**src/rtl/cdr_pkg.sv**
```systemverilog
// shared constants for the recovery-receiver register slice and its host controller
package cdr_pkg;
	// device register offsets on the link
	localparam logic [7:0] ADDR_RATE0 = 8'h00;
	localparam logic [7:0] ADDR_RATE1 = 8'h01;
	localparam logic [7:0] ADDR_RATE2 = 8'h02;
	localparam logic [7:0] ADDR_STATUS = 8'h06;
	localparam logic [7:0] ADDR_CTRL = 8'h08;
	localparam logic [7:0] ADDR_CTRLB = 8'h09;
	localparam logic [7:0] ADDR_CODE_HI = 8'h20;
	localparam logic [7:0] ADDR_CODE_LO = 8'h21;
	localparam logic [7:0] ADDR_SIGLOSS_DATA = 8'h36;
	localparam logic [7:0] ADDR_SIGLOSS_THRESH = 8'h38;
	localparam logic [7:0] ADDR_GEN_CTL = 8'h39;
	localparam logic [7:0] ADDR_GEN_LEN = 8'h3a;
	localparam logic [7:0] ADDR_GEN_B0 = 8'h3b;
	localparam logic [7:0] ADDR_GEN_B1 = 8'h3c;
	localparam logic [7:0] ADDR_GEN_B2 = 8'h3d;
	localparam logic [7:0] ADDR_GEN_B3 = 8'h3e;
	localparam logic [7:0] ADDR_CHK_CTL = 8'h3f;
	localparam logic [7:0] ADDR_CHK_ERRCNT = 8'h40;
	localparam logic [7:0] ADDR_CHK_ERRFLAG = 8'h41;
	localparam logic [7:0] ADDR_CHK_LD1 = 8'h43;
	localparam logic [7:0] ADDR_CHK_LD2 = 8'h44;
	localparam logic [7:0] ADDR_CHK_LD3 = 8'h45;
	localparam logic [7:0] ADDR_REV = 8'h48;
	localparam logic [7:0] ADDR_PART = 8'h49;
	localparam logic [7:0] ADDR_SIGLOSS_CTRL = 8'h74;
	// status and control bit positions
	localparam int ST_LOST = 5;
	localparam int ST_UNLOCK = 4;
	localparam int ST_SIGLOSS_DONE = 3;
	localparam int ST_STICKY = 2;
	localparam int ST_RATE_DONE = 0;
	localparam int CTL_MODE_LSB = 4;
	localparam int CTL_CLR_STICKY = 2;
	localparam int CTL_RATE_START = 1;
	localparam int CTL_RATE_CLR = 0;
	localparam int CTLB_SWRST = 7;
	// recovery modes and reset values
	localparam logic [2:0] MODE_DATA = 3'h1;
	localparam logic [2:0] MODE_REF = 3'h3;
	localparam logic [2:0] MODE_RST = 3'h1;
	localparam logic [7:0] THRESH_RST = 8'h0a;
	localparam logic [7:0] RW_RST = 8'h00;
	// generic read/write storage slots
	localparam int NUM_RW = 11;
	localparam logic [3:0] SLOT_NONE = 4'hf;
	localparam logic [3:0] SLOT_THRESH = 4'h1;
	localparam logic [3:0] SLOT_CTRLB = 4'ha;
	// host wishbone offsets and interrupt bits
	localparam logic [7:0] WB_CMD = 8'h00;
	localparam logic [7:0] WB_STAT = 8'h04;
	localparam logic [7:0] WB_IRQ_ST = 8'h08;
	localparam logic [7:0] WB_IRQ_CLR = 8'h0c;
	localparam logic [7:0] WB_IRQ_EN = 8'h10;
	localparam logic [7:0] WB_SWRST = 8'h14;
	localparam int IRQ_DONE = 0;
	localparam int IRQ_REFUSED = 1;
	localparam int CMD_WE = 16;
	localparam logic [7:0] SWRST_SET = 8'h80;
	localparam logic [7:0] SWRST_REL = 8'h00;
endpackage

```
**src/rtl/cdr_link_if.sv**
```systemverilog
// register link between host controller and receiver register slice
`timescale 1ns/1ns
interface cdr_link_if;
	logic req;
	logic we;
	logic [7:0] addr;
	logic [7:0] wdata;
	logic [7:0] rdata;
	logic ack;
	modport dev(input req, input we, input addr, input wdata, output rdata, output ack);
	modport host(output req, output we, output addr, output wdata, input rdata, input ack);
endinterface

```
**src/rtl/cdr_dev_end.sv**
```systemverilog
// receiver status and control register slice, device end of the register link
// Functional notes
// - status D5 shows input signal lost
// - status D4 one while acquiring, zero locked
// - status D3 shows signal-loss action finished
// - sticky D2 set on unlock, cleared by command
// - D0 set on measurement done, cleared by command
// - mode field: 001 data, 011 reference only
// - control D2 write one clears sticky unlock
// - control D1 write one starts rate measurement
// - control D0 write one discards measurement result
// - software reset: write one then zero
`timescale 1ns/1ns
module cdr_dev_end #(
	parameter logic [7:0] REV_VALUE = 8'h01, // arbitrary value
	parameter logic [7:0] PART_VALUE = 8'h02, // arbitrary value
	parameter logic [7:0] CODE_HI_VALUE = 8'h03, // arbitrary value
	parameter logic [7:0] CODE_LO_VALUE = 8'h04 // arbitrary value
) (
	// clock and reset
	input wire logic sys_clk,
	input wire logic rst,
	// register link
	cdr_link_if.dev link,
	// analog monitor levels, asynchronous
	input wire logic signal_loss_pin,
	input wire logic lock_loss_pin,
	input wire logic signal_loss_action_done_pin,
	// rate measurement engine, same clock
	input wire logic rate_measure_done_in,
	input wire logic [23:0] rate_value_in,
	// pattern checker, same clock
	input wire logic [7:0] check_err_count,
	input wire logic check_err_flag,
	input wire logic [31:8] check_loaded,
	// mode and command outputs
	output logic [2:0] recovery_mode_select,
	output logic rate_measure_start,
	output logic rate_measure_clear,
	output logic soft_reset,
	// configuration outputs
	output logic [7:0] signal_loss_data,
	output logic [7:0] signal_loss_threshold,
	output logic [7:0] signal_loss_control,
	output logic [7:0] pattern_gen_control,
	output logic [7:0] pattern_gen_length,
	output logic [31:0] pattern_gen_data,
	output logic [7:0] pattern_check_control,
	output logic [7:0] general_control_b
);
	////////////////////////////////////////////////////////////////
	// helpers

	// maps a link address onto a generic storage slot
	function automatic logic [3:0] slot_of(input logic [7:0] a);
		logic [3:0] s;
		s = cdr_pkg::SLOT_NONE;
		if (a == cdr_pkg::ADDR_SIGLOSS_DATA) s = 4'h0;
		else if (a == cdr_pkg::ADDR_SIGLOSS_THRESH) s = cdr_pkg::SLOT_THRESH;
		else if (a == cdr_pkg::ADDR_GEN_CTL) s = 4'h2;
		else if (a == cdr_pkg::ADDR_GEN_LEN) s = 4'h3;
		else if (a == cdr_pkg::ADDR_GEN_B0) s = 4'h4;
		else if (a == cdr_pkg::ADDR_GEN_B1) s = 4'h5;
		else if (a == cdr_pkg::ADDR_GEN_B2) s = 4'h6;
		else if (a == cdr_pkg::ADDR_GEN_B3) s = 4'h7;
		else if (a == cdr_pkg::ADDR_CHK_CTL) s = 4'h8;
		else if (a == cdr_pkg::ADDR_SIGLOSS_CTRL) s = 4'h9;
		else if (a == cdr_pkg::ADDR_CTRLB) s = cdr_pkg::SLOT_CTRLB;
		return s;
	endfunction

	// reset value of a storage slot
	function automatic logic [7:0] rw_default(input int i);
		return (i == int'(cdr_pkg::SLOT_THRESH)) ? cdr_pkg::THRESH_RST : cdr_pkg::RW_RST;
	endfunction

	////////////////////////////////////////////////////////////////
	// monitor inputs

	logic [2:0] pins_s;
	logic lost_s;
	logic unlock_s;
	logic action_done_s;

	cdr_sync2 #(.WIDTH(3)) u_sync (
		.sys_clk(sys_clk),
		.rst(rst),
		.d({signal_loss_pin, lock_loss_pin, signal_loss_action_done_pin}),
		.q(pins_s)
	);

	assign lost_s = pins_s[2];
	assign unlock_s = pins_s[1];
	assign action_done_s = pins_s[0];

	////////////////////////////////////////////////////////////////
	// state

	logic ack_reg, ack_next;
	logic [7:0] rdata_reg, rdata_next;
	logic [7:0] mem_reg [cdr_pkg::NUM_RW];
	logic [7:0] mem_next [cdr_pkg::NUM_RW];
	logic [2:0] mode_reg, mode_next;
	logic sticky_reg, sticky_next;
	logic rate_done_reg, rate_done_next;
	logic [23:0] rate_val_reg, rate_val_next;
	logic unlock_d_reg;
	logic start_reg, start_next;
	logic clr_reg, clr_next;
	logic swrst_reg, swrst_next;
	logic take;
	logic wr_ctrl;
	logic [3:0] wslot;
	logic [3:0] rslot;
	logic [7:0] rd_val;

	// a request is taken once; ack drops the cycle after it was given
	assign take = link.req && !ack_reg;
	assign wr_ctrl = take && link.we && (link.addr == cdr_pkg::ADDR_CTRL);
	assign wslot = (take && link.we) ? slot_of(link.addr) : cdr_pkg::SLOT_NONE;
	assign rslot = slot_of(link.addr);

	////////////////////////////////////////////////////////////////
	// read mux, pure selection so a read never disturbs a flag

	always_comb begin
		rd_val = 8'h00;
		if (link.addr == cdr_pkg::ADDR_RATE0) rd_val = rate_val_reg[7:0];
		else if (link.addr == cdr_pkg::ADDR_RATE1) rd_val = rate_val_reg[15:8];
		else if (link.addr == cdr_pkg::ADDR_RATE2) rd_val = rate_val_reg[23:16];
		else if (link.addr == cdr_pkg::ADDR_STATUS) begin
			rd_val[cdr_pkg::ST_LOST] = lost_s;
			rd_val[cdr_pkg::ST_UNLOCK] = unlock_s;
			rd_val[cdr_pkg::ST_SIGLOSS_DONE] = action_done_s;
			rd_val[cdr_pkg::ST_STICKY] = sticky_reg;
			rd_val[cdr_pkg::ST_RATE_DONE] = rate_done_reg;
		end
		else if (link.addr == cdr_pkg::ADDR_CTRL) rd_val = {1'b0, mode_reg, 4'h0};
		else if (link.addr == cdr_pkg::ADDR_CODE_HI) rd_val = CODE_HI_VALUE;
		else if (link.addr == cdr_pkg::ADDR_CODE_LO) rd_val = CODE_LO_VALUE;
		else if (link.addr == cdr_pkg::ADDR_CHK_ERRCNT) rd_val = check_err_count;
		else if (link.addr == cdr_pkg::ADDR_CHK_ERRFLAG) rd_val = {7'h00, check_err_flag};
		else if (link.addr == cdr_pkg::ADDR_CHK_LD1) rd_val = check_loaded[15:8];
		else if (link.addr == cdr_pkg::ADDR_CHK_LD2) rd_val = check_loaded[23:16];
		else if (link.addr == cdr_pkg::ADDR_CHK_LD3) rd_val = check_loaded[31:24];
		else if (link.addr == cdr_pkg::ADDR_REV) rd_val = REV_VALUE;
		else if (link.addr == cdr_pkg::ADDR_PART) rd_val = PART_VALUE;
		else if (rslot != cdr_pkg::SLOT_NONE) rd_val = mem_reg[rslot];
	end

	////////////////////////////////////////////////////////////////
	// next-state logic

	always_comb begin
		ack_next = take;
		rdata_next = (take && !link.we) ? rd_val : rdata_reg;
		mem_next = mem_reg;
		mode_next = mode_reg;
		sticky_next = sticky_reg;
		rate_done_next = rate_done_reg;
		rate_val_next = rate_val_reg;
		start_next = 1'b0;
		clr_next = 1'b0;
		swrst_next = 1'b0;
		if (swrst_reg) begin
			// software reset returns every control field to its reset value
			for (int i = 0; i < cdr_pkg::NUM_RW; i++) begin
				mem_next[i] = rw_default(i);
			end
			mode_next = cdr_pkg::MODE_RST;
			sticky_next = 1'b0;
			rate_done_next = 1'b0;
			rate_val_next = 24'h000000;
		end else begin
			// only mapped read/write slots store; read-only addresses fall through
			if (wslot != cdr_pkg::SLOT_NONE) begin
				mem_next[wslot] = link.wdata;
			end
			// a falling software-reset bit fires the reset one cycle later
			if (wslot == cdr_pkg::SLOT_CTRLB && !link.wdata[cdr_pkg::CTLB_SWRST]
				&& mem_reg[cdr_pkg::SLOT_CTRLB][cdr_pkg::CTLB_SWRST]) begin
				swrst_next = 1'b1;
			end
			if (wr_ctrl) begin
				// reserved codes are the host's to avoid; stored as written
				mode_next = link.wdata[cdr_pkg::CTL_MODE_LSB +: 3];
				start_next = link.wdata[cdr_pkg::CTL_RATE_START];
				clr_next = link.wdata[cdr_pkg::CTL_RATE_CLR];
				if (link.wdata[cdr_pkg::CTL_CLR_STICKY]) sticky_next = 1'b0;
				if (link.wdata[cdr_pkg::CTL_RATE_CLR]) begin
					rate_done_next = 1'b0;
					rate_val_next = 24'h000000;
				end
			end
			// events win over a clear in the same cycle
			if (unlock_s && !unlock_d_reg) sticky_next = 1'b1;
			if (rate_measure_done_in) begin
				rate_done_next = 1'b1;
				rate_val_next = rate_value_in;
			end
		end
	end

	////////////////////////////////////////////////////////////////
	// registers

	always_ff @(posedge sys_clk or posedge rst) begin
		if (rst) begin
			ack_reg <= 1'b0;
			rdata_reg <= 8'h00;
			for (int i = 0; i < cdr_pkg::NUM_RW; i++) begin
				mem_reg[i] <= rw_default(i);
			end
			mode_reg <= cdr_pkg::MODE_RST;
			sticky_reg <= 1'b0;
			rate_done_reg <= 1'b0;
			rate_val_reg <= 24'h000000;
			unlock_d_reg <= 1'b0;
			start_reg <= 1'b0;
			clr_reg <= 1'b0;
			swrst_reg <= 1'b0;
		end else begin
			ack_reg <= ack_next;
			rdata_reg <= rdata_next;
			mem_reg <= mem_next;
			mode_reg <= mode_next;
			sticky_reg <= sticky_next;
			rate_done_reg <= rate_done_next;
			rate_val_reg <= rate_val_next;
			unlock_d_reg <= unlock_s;
			start_reg <= start_next;
			clr_reg <= clr_next;
			swrst_reg <= swrst_next;
		end
	end

	////////////////////////////////////////////////////////////////
	// outputs, all straight from flops

	assign link.ack = ack_reg;
	assign link.rdata = rdata_reg;
	assign recovery_mode_select = mode_reg;
	assign rate_measure_start = start_reg;
	assign rate_measure_clear = clr_reg;
	assign soft_reset = swrst_reg;
	assign signal_loss_data = mem_reg[0];
	assign signal_loss_threshold = mem_reg[cdr_pkg::SLOT_THRESH];
	assign pattern_gen_control = mem_reg[2];
	assign pattern_gen_length = mem_reg[3];
	assign pattern_gen_data = {mem_reg[7], mem_reg[6], mem_reg[5], mem_reg[4]};
	assign pattern_check_control = mem_reg[8];
	assign signal_loss_control = mem_reg[9];
	assign general_control_b = mem_reg[cdr_pkg::SLOT_CTRLB];
endmodule

```
**src/rtl/cdr_sync2.sv**
```systemverilog
// two-flop synchroniser for asynchronous level inputs
`timescale 1ns/1ns
module cdr_sync2 #(
	parameter int WIDTH = 1
) (
	// clock and reset
	input wire logic sys_clk,
	input wire logic rst,
	// levels
	input wire logic [WIDTH-1:0] d,
	output logic [WIDTH-1:0] q
);
	logic [WIDTH-1:0] meta_reg;

	// first stage feeds only the second stage
	always_ff @(posedge sys_clk or posedge rst) begin
		if (rst) begin
			meta_reg <= '0;
			q <= '0;
		end else begin
			meta_reg <= d;
			q <= meta_reg;
		end
	end
endmodule

```
**src/flat_wrapper.sv**
```systemverilog
// flat-port wrapper written by rule: the top's interface ports become plain ports
module cdr_dev_end_flat 
#(
	parameter logic [7:0] REV_VALUE = 8'h01,                   
	parameter logic [7:0] PART_VALUE = 8'h02,                   
	parameter logic [7:0] CODE_HI_VALUE = 8'h03,                   
	parameter logic [7:0] CODE_LO_VALUE = 8'h04                   
)
  (sys_clk, rst, signal_loss_pin, lock_loss_pin, signal_loss_action_done_pin, rate_measure_done_in, rate_value_in, check_err_count, check_err_flag, check_loaded, recovery_mode_select, rate_measure_start, rate_measure_clear, soft_reset, signal_loss_data, signal_loss_threshold, signal_loss_control, pattern_gen_control, pattern_gen_length, pattern_gen_data, pattern_check_control, general_control_b, link_req, link_we, link_addr, link_wdata, link_rdata, link_ack);
  cdr_link_if link_i ();
  input wire logic sys_clk;
  input wire logic rst;
  input wire logic signal_loss_pin;
  input wire logic lock_loss_pin;
  input wire logic signal_loss_action_done_pin;
  input wire logic rate_measure_done_in;
  input wire logic [23:0] rate_value_in;
  input wire logic [7:0] check_err_count;
  input wire logic check_err_flag;
  input wire logic [31:8] check_loaded;
  output logic [2:0] recovery_mode_select;
  output logic rate_measure_start;
  output logic rate_measure_clear;
  output logic soft_reset;
  output logic [7:0] signal_loss_data;
  output logic [7:0] signal_loss_threshold;
  output logic [7:0] signal_loss_control;
  output logic [7:0] pattern_gen_control;
  output logic [7:0] pattern_gen_length;
  output logic [31:0] pattern_gen_data;
  output logic [7:0] pattern_check_control;
  output logic [7:0] general_control_b;
  input wire logic [$bits(link_i.req)-1:0] link_req;
  input wire logic [$bits(link_i.we)-1:0] link_we;
  input wire logic [$bits(link_i.addr)-1:0] link_addr;
  input wire logic [$bits(link_i.wdata)-1:0] link_wdata;
  output wire logic [$bits(link_i.rdata)-1:0] link_rdata;
  output wire logic [$bits(link_i.ack)-1:0] link_ack;
  assign link_i.req = link_req;
  assign link_i.we = link_we;
  assign link_i.addr = link_addr;
  assign link_i.wdata = link_wdata;
  assign link_rdata = link_i.rdata;
  assign link_ack = link_i.ack;
  cdr_dev_end #(.REV_VALUE(REV_VALUE), .PART_VALUE(PART_VALUE), .CODE_HI_VALUE(CODE_HI_VALUE), .CODE_LO_VALUE(CODE_LO_VALUE)) u_core (.sys_clk(sys_clk), .rst(rst), .link(link_i), .signal_loss_pin(signal_loss_pin), .lock_loss_pin(lock_loss_pin), .signal_loss_action_done_pin(signal_loss_action_done_pin), .rate_measure_done_in(rate_measure_done_in), .rate_value_in(rate_value_in), .check_err_count(check_err_count), .check_err_flag(check_err_flag), .check_loaded(check_loaded), .recovery_mode_select(recovery_mode_select), .rate_measure_start(rate_measure_start), .rate_measure_clear(rate_measure_clear), .soft_reset(soft_reset), .signal_loss_data(signal_loss_data), .signal_loss_threshold(signal_loss_threshold), .signal_loss_control(signal_loss_control), .pattern_gen_control(pattern_gen_control), .pattern_gen_length(pattern_gen_length), .pattern_gen_data(pattern_gen_data), .pattern_check_control(pattern_check_control), .general_control_b(general_control_b));
endmodule
```
**config.mk**
```make
export PLATFORM = sky130hd
export DESIGN_NAME = cdr_dev_end_flat
export DESIGN_NICKNAME = d
export VERILOG_FILES = /design/src/rtl/cdr_pkg.sv /design/src/rtl/cdr_link_if.sv /design/src/rtl/cdr_dev_end.sv /design/src/rtl/cdr_sync2.sv /design/src/flat_wrapper.sv
export SDC_FILE = /design/constraint.sdc
export NUM_CORES = 1
export LEC_CHECK = 0
export ABC_CLOCK_PERIOD_IN_PS = 9300
export BUFFER_PORTS_ARGS = -buffer_cell sky130_fd_sc_hd__buf_2
export CAP_MARGIN = 10
export CORE_AREA = 2 2 127 129
export DETAILED_ROUTE_END_ITERATION = 6
export DIE_AREA = 0 0 129 131
export PLACE_DENSITY = 0.7
export SYNTH_ARGS = -nofsm -noshare
export SYNTH_HDL_FRONTEND = slang
export SYNTH_SLANG_ARGS = --single-unit
```
**constraint.sdc**
```tcl
create_clock -name sys_clk -period 9.3 [get_ports sys_clk]
set_clock_uncertainty 0.05 [all_clocks]
set_input_delay 0 -clock sys_clk [delete_from_list [all_inputs] [get_ports sys_clk]]
set_output_delay 0 -clock sys_clk [all_outputs]
set_load 0.02 [all_outputs]
```
==> impl_results.md, run 1 <==
* Initial antenna violation count at 0
* DRC Markers at 0
* Post-DP HPWL at 18.5 mm
* Die Wd at 129 µm
* Setup TNS at 0 ps
* DR pass1 iterations at 6
* Max reg flops at 32
* Hold/Removal Path Class: input port to flop
* Buffers added on ports at 183
* Seq/Total Area, Yosys at 48.2%
* Top cells by area, synth: dfrtp_1 47%, mux2i_1 9.5%, nand3b_1 5.3%
* Data arrival, critical path at 3100 ps
* Synth warnings at 0
* Pwr/cell area at 157 nW/µm²
* Crit path launch type: input port
* Total track usage at between 30% and 40%
* First-pass GRT wire length at between 30 and 40 mm
* Synth async-reset ratio at 100%
* Routed via count at between 6000 and 7000
* RePlAce Congestion at 1.04
* Worst-Margin Slew at 1140 ps
* Ys flop type: dfrtp_1
* Combinational family with the most area after synthesis: simple AND/OR/NAND/NOR gates
* Netlist Area Pre-Place at between 7000 and 8000 µm²
* Hold Vio Cnt, Final at 0
* Clock transition at the registers of the reported paths at 60 ps
* H-tree depth at 4
* Crit Path Class: input port to flop
* Syn Inst Count at 703
* Vias in the first global route at 6634
* Highest Clock Rate at ~360 MHz
* Diode count at 0
* Core Rows at 46
* NumNets Final at 989
* M1 GR Usage at roughly two fifths
* Top cells by count, synth: 133 x dfrtp_1, 67 x mux2i_1, 64 x o21ai_0
* Crit-path max FO at 11
* Largest net degree at the start of global routing at 72
* Wirelength per Cell at 22.8 µm
* Average size of a mapped cell at roughly 10 µm²
* Synth unique cells at 71
* Die Ht at roughly 130 µm
* Post-route minimum period at about 2800 ps
* Final wirelength at 25.9 mm
* Max VDD drop at 129 µV
* CTS tree: built
* Final slew viol count at 0
* RSZ-0062 raised after global routing: no
* Leading cell type by number of instances after synthesis: dfrtp_1
* Routing usage on met2 at 49.2%
* CP endpoint kind: flop
* Critical path required time at 9620 ps
* Synth Area in Adders at 0%
* Top-area cell type share of the netlist area at 47.1%
* Dpl ws at about 6300 ps
* Clock buffer depth at 2
* Post-synth EDFFs at 0
* Dominant cell type by area after synthesis: dfrtp_1
* Clk_lat worst skew at 430 ps
* Slew headroom at 23.7%
* P_leak at 4.25 nW
* Final setup violation count at 0
* Overflow after GRT at 0
* Starting Density at 45.3%
* IO Count at between 150 and 200
* Drt via density at 5.99
* Syn nets at 784
* ANT nets after route at 0
* Outcome: complete, no violations
* Die Area at 16900 µm²
* Post-Synth XOR/XNOR Area at less than 1%
* Final WS setup at between 6000 and 7000 ps
* Share of layout cells above drive strength 1 at 27.1%
* Busiest grt layer: met2
* Area grow syn2layout at 29.5%
* Simple-gate share of the synthesized area at 20.3%
* Complex-gate fraction of the synthesized area at 17.3%
* Root Buffer: clkbuf_16
* Detailed Route Iter0 Violations at around 740
* Clk sinks at between 100 and 150
* Post-synthesis mux area share at 10.5%
* Part of the cycle the worst path needs at 30.0%
* Max cap viols at 0
* Core area at 15600 µm²
* Yosys reg bits at 136
* Num CTS Buffers at 17
* Grt met3 use at a little under a tenth
[final timing paths]
path,to,start,depth (start not counted),slack (ps)
min reg2reg,u_core.u_sync.q[2],u_core.u_sync.meta_reg[2],0,300
max in group asynchronous,u_core.soft_reset,rst,4,7470
min in group asynchronous,u_core.pattern_gen_control[4],rst,3,250
max reg2reg,u_core.pattern_gen_data[20],u_core.link.ack,6,6810
max,u_core.link.rdata[1],link_addr[6],9,6510
min,u_core.link.rdata[0],check_err_count[0],4,30
[through the flow]
stage	total power, mW	std cells	hold WS [ps]	instance area [µm²]	util, %
global placement	0.737	1060	59.2	8100	51.9
floorplan	0.689	703	-18.6	7070	-
finish	1.43	1137	26.3	9150	58.6
CTS	1.44	1137	3.67	9150	58.6
global route	1.47	1137	42.7	9150	58.6
detailed placement	0.738	1060	59.7	8100	51.9
[report_power, final]
group          internal (mW)  switching, mW  total, mW  leakage (nW)
clock                  0.413          0.276      0.688         0.282
combinational         0.0512         0.0718      0.123          2.17
sequential             0.609         0.0135      0.622          1.80
[kinds of logic after synthesis]
group | count (synthesis)
AOI/OAI and AO/OA | 184
xor gates and xnor gates | 2
buffers and inverters | 53
DFF | 136
muxes | 73
and+or+nand+nor | 255
[layer usage]
| metal | vias to the layer above | wire length [µm] |
|---|---|---|
| li1 | 3028 | - |
| met1 | 3328 | 10500 |
| met2 | 389 | 12100 |
| met3 | 60 | 2590 |
| met4 | 0 | 724 |
| met5 | - | 0 |
[layout make-up]
type                       count  area (µm²)
clock inverter                12         141
tap                          216         270
sequential                   136        3410
multi-input combinational    514        3430
clock buffer                  20         457
timing repair buffer         235        1420
inverter                       4        17.5
fill                        1374        6450
[timing repair]
| action | 4_1_cts | 5_1_grt |
|---|---|---|
| gates resized for setup | 0 | 0 |
| hold buffers | 45 | 0 |
| hold endpoints to repair | 145 | 0 |
| buffers inserted | 0 | 0 |
[critical path, stage by stage]
cell and delay, ps:
buf_2 160, nor4_4 500, and3_1 520, a211o_1 430
o21ai_0 240, o21ai_0 220, nor3_1 90, o41ai_1 350
dlygate4sd3_1 600
[placed cells by master (no fill, tap or decap), types with 4 or more instances in the layout]
cell type,instances
nand2_1,53
a21oi_1,20
a221oi_1,8
o21ai_1,5
nand2b_1,5
nor2_1,60
a22o_1,25
a22oi_1,4
clkbuf_16,17
nand3_1,21
buf_2,183
and3_1,10
nor2b_1,14
dfrtp_1,132
clkinvlp_4,4
a31oi_1,4
dlygate4sd3_1,45
mux2i_1,67
o21ai_0,64
nand3b_1,50
o211ai_1,4
mux2_2,5
nor3_1,11
buf_4,7
o22ai_1,15
No activity file was read; power rests on OpenSTA's default activity.
==> inputs of run 2 (changes only) <==
Settings changed: ABC_CLOCK_PERIOD_IN_PS 9300 to 2300, PLACE_DENSITY 0.7 to 0.73.
Clock period 9.3 ns to 2.3 ns, I/O delays scaled along.
==> run 2 against run 1 <==
Non-clock buffer count is 73 higher. Worst hold slack got worse by 19 ps. Sequential share of layout area shrank 2.4 points. Routed wire length increased by 4.9%. First-iteration DRC count decreased by 4.3%. Highest routed layer unchanged. Sequential cell count did not move. Utilization grew 4.1 points. Final cell count rose by 6.4%. Die area unchanged. Register-to-register slack lost 6500 ps. Setup slack worse by 6300 ps. Clock power grew to 4.2 times the previous value.
==> impl_results.md, run 2 (synthesized netlist as in run 1, its figures left out) <==
* Post-route minimum period at 2060 ps
* DR pass1 iterations at 6 (unchanged)
* Final Instance Area at 9780 µm² (+7.0%)
* Final wirelength at 27.1 mm (+4.9%)
* Setup repair bufs after CTS at 0 (unchanged)
* Pwr/cell area at 612 nW/µm² (+290%)
* Num CTS Buffers at 17 (unchanged)
* IO Count at 184 (unchanged)
* Worst-Margin Slew at 679 ps (-461 ps)
* Die Wd at 129 µm (unchanged)
* First-pass GRT wire length at 41.1 mm (+6.6%)
* Most common cell after layout, fill and taps aside: buf_2
* Detailed Route Iter0 Violations at 705 (-4.3%)
* RePlAce Congestion at 1.03 (-1.2%)
* Outcome: complete, no violations
* RSZ-0062 raised after global routing: no
* Final slew viol count at 0 (unchanged)
* Core area at 15600 µm² (unchanged)
* Crit Path Class: input port to flop
* Initial antenna violation count at 0 (unchanged)
* Part of the cycle the worst path needs at 89.4%
* Buffers added on ports at 183 (unchanged)
* Final setup violation count at 0 (unchanged)
* Max cap viols at 0 (unchanged)
* Crit path launch type: input port
* Starting Density at 45.3% (unchanged)
* Highest Clock Rate at 486 MHz
* CP endpoint kind: flop
* Data arrival, critical path at 2290 ps (-810 ps)
* Share of layout cells above drive strength 1 at 32.2% (+5.0 points)
* Area grow syn2layout at 38.5%
* Max reg flops at 32 (unchanged)
* Critical path required time at 2530 ps (-7090 ps)
* Die Area at 16900 µm² (unchanged)
* Overflow after GRT at 0 (unchanged)
* Clock transition at the registers of the reported paths at 60 ps (about the same)
* Total track usage at 32.8% (+2.0 points)
* Routed via count at 7127 (+4.7%)
* Post-DP HPWL at 20.0 mm (+7.8%)
* Clk sinks at 136 (unchanged)
* Crit-path max FO at 9 (-2)
* CTS tree: built
* Wirelength per Cell at 22.4 µm (-1.4%)
* H-tree depth at 4 (unchanged)
* ANT nets after route at 0 (unchanged)
* Diode count at 0 (unchanged)
* Drt via density at 5.89 (-1.6%)
* Core Rows at 46 (unchanged)
* Die Ht at 131 µm (unchanged)
* Vias in the first global route at 6967 (+5.0%)
* Clk_lat worst skew at 430 ps (about the same)
* Largest net degree at the start of global routing at 77 (+6.9%)
* Hold/Removal Path Class: input port to flop
* Final hold slack at 6.83 ps (-19.4 ps)
* Root Buffer: clkbuf_16
* Hold Vio Cnt, Final at 0 (unchanged)
* Setup TNS at 0 ps (unchanged)
* Most frequent cells in the layout: 183 x buf_2, 132 x dfrtp_1, 73 x buf_4
* Area after DPL at 8680 µm² (+7.1%)
* Max VDD drop at 672 µV (+420%)
* Clock buffer depth at 2 (unchanged)
* DRC Markers at 0 (unchanged)
* Slew headroom at 54.2% (+30 points)
* NumNets Final at 1062 (+7.4%)
* P_leak at 4.63 nW (+9.0%)
run 2: changes by cell type in the layout (fill, tap and decap cells not counted), sizes merged:
cell | before | now
buf | 190 | 260
clkinv | 3 | 6
dlygate4sd3 | 45 | 48
bufinv | 2 | 4
clkinvlp | 4 | 2
inv | 7 | 5
clkbuf | 20 | 19
run 2: worst max-delay path, cell delays in order:
cell and delay (ps):
buf_2 210, and4bb_2 300, and3_1 200, a31o_2 280
o21ai_0 420, o21ai_0 180, nor3_1 530, o41ai_1 160
run 2: final timing paths:
kind	startpoint	endpoint	slack [ps]	depth (start not counted)
min in group asynchronous	rst	u_core.rate_val_reg[17]	70	3
hold reg to reg	u_core.u_sync.meta_reg[0]	u_core.u_sync.q[0]	310	0
hold / removal	check_loaded[13]	u_core.link.rdata[5]	7	4
setup reg to reg	u_core.link.ack	u_core.pattern_gen_control[6]	290	8
setup / recovery	link_addr[7]	u_core.link.rdata[1]	240	8
max in group asynchronous	rst	u_core.signal_loss_threshold[1]	1390	4
run 2: report_power, final:
group / switching (mW) / leakage, nW / internal [mW]
registers: 0.0557 / 1.80 / 2.46
logic: 0.304 / 2.53 / 0.245
clock network: 1.09 / 0.304 / 1.83
total: 1.45 / 4.63 / 4.53
run 2: repair_timing:
item                                   4_1_cts  5_1_grt
hold buffers                                48        0
setup endpoints to repair                    0        3
endpoints found under the hold margin      218        0
gates resized for setup                      0        1
run 2: final cells by class:
type                            instances  area [µm²]
Clock buffer                           19         433
Fill cell                            1331        5810
Inverter                                4        18.8
Clock inverter                         13         193
Sequential cell                       136        3410
Timing Repair Buffer                  308        2020
Multi-Input combinational cell        514        3440
Tap cell                              216         270
run 2: metrics by stage:
stage	cells	worst slack (ps)	total power, mW	utilization (%)
floorplan	703	123	2.79	-
global placement	1130	-25.0	3.03	55.6
detailed placement	1130	-1.27	3.03	55.6
CTS	1210	152	6.00	62.7
global route	1210	142	6.16	62.7
finish	1210	244	5.99	62.7
run 2: routing by layer:
layer	global-route usage [%]	wire, µm	up-vias
li1	-	-	3168
met4	14.6	1040	0
met1	43.1	10900	3487
met3	5.99	2230	69
met5	0	0	-
met2	53.4	12900	403
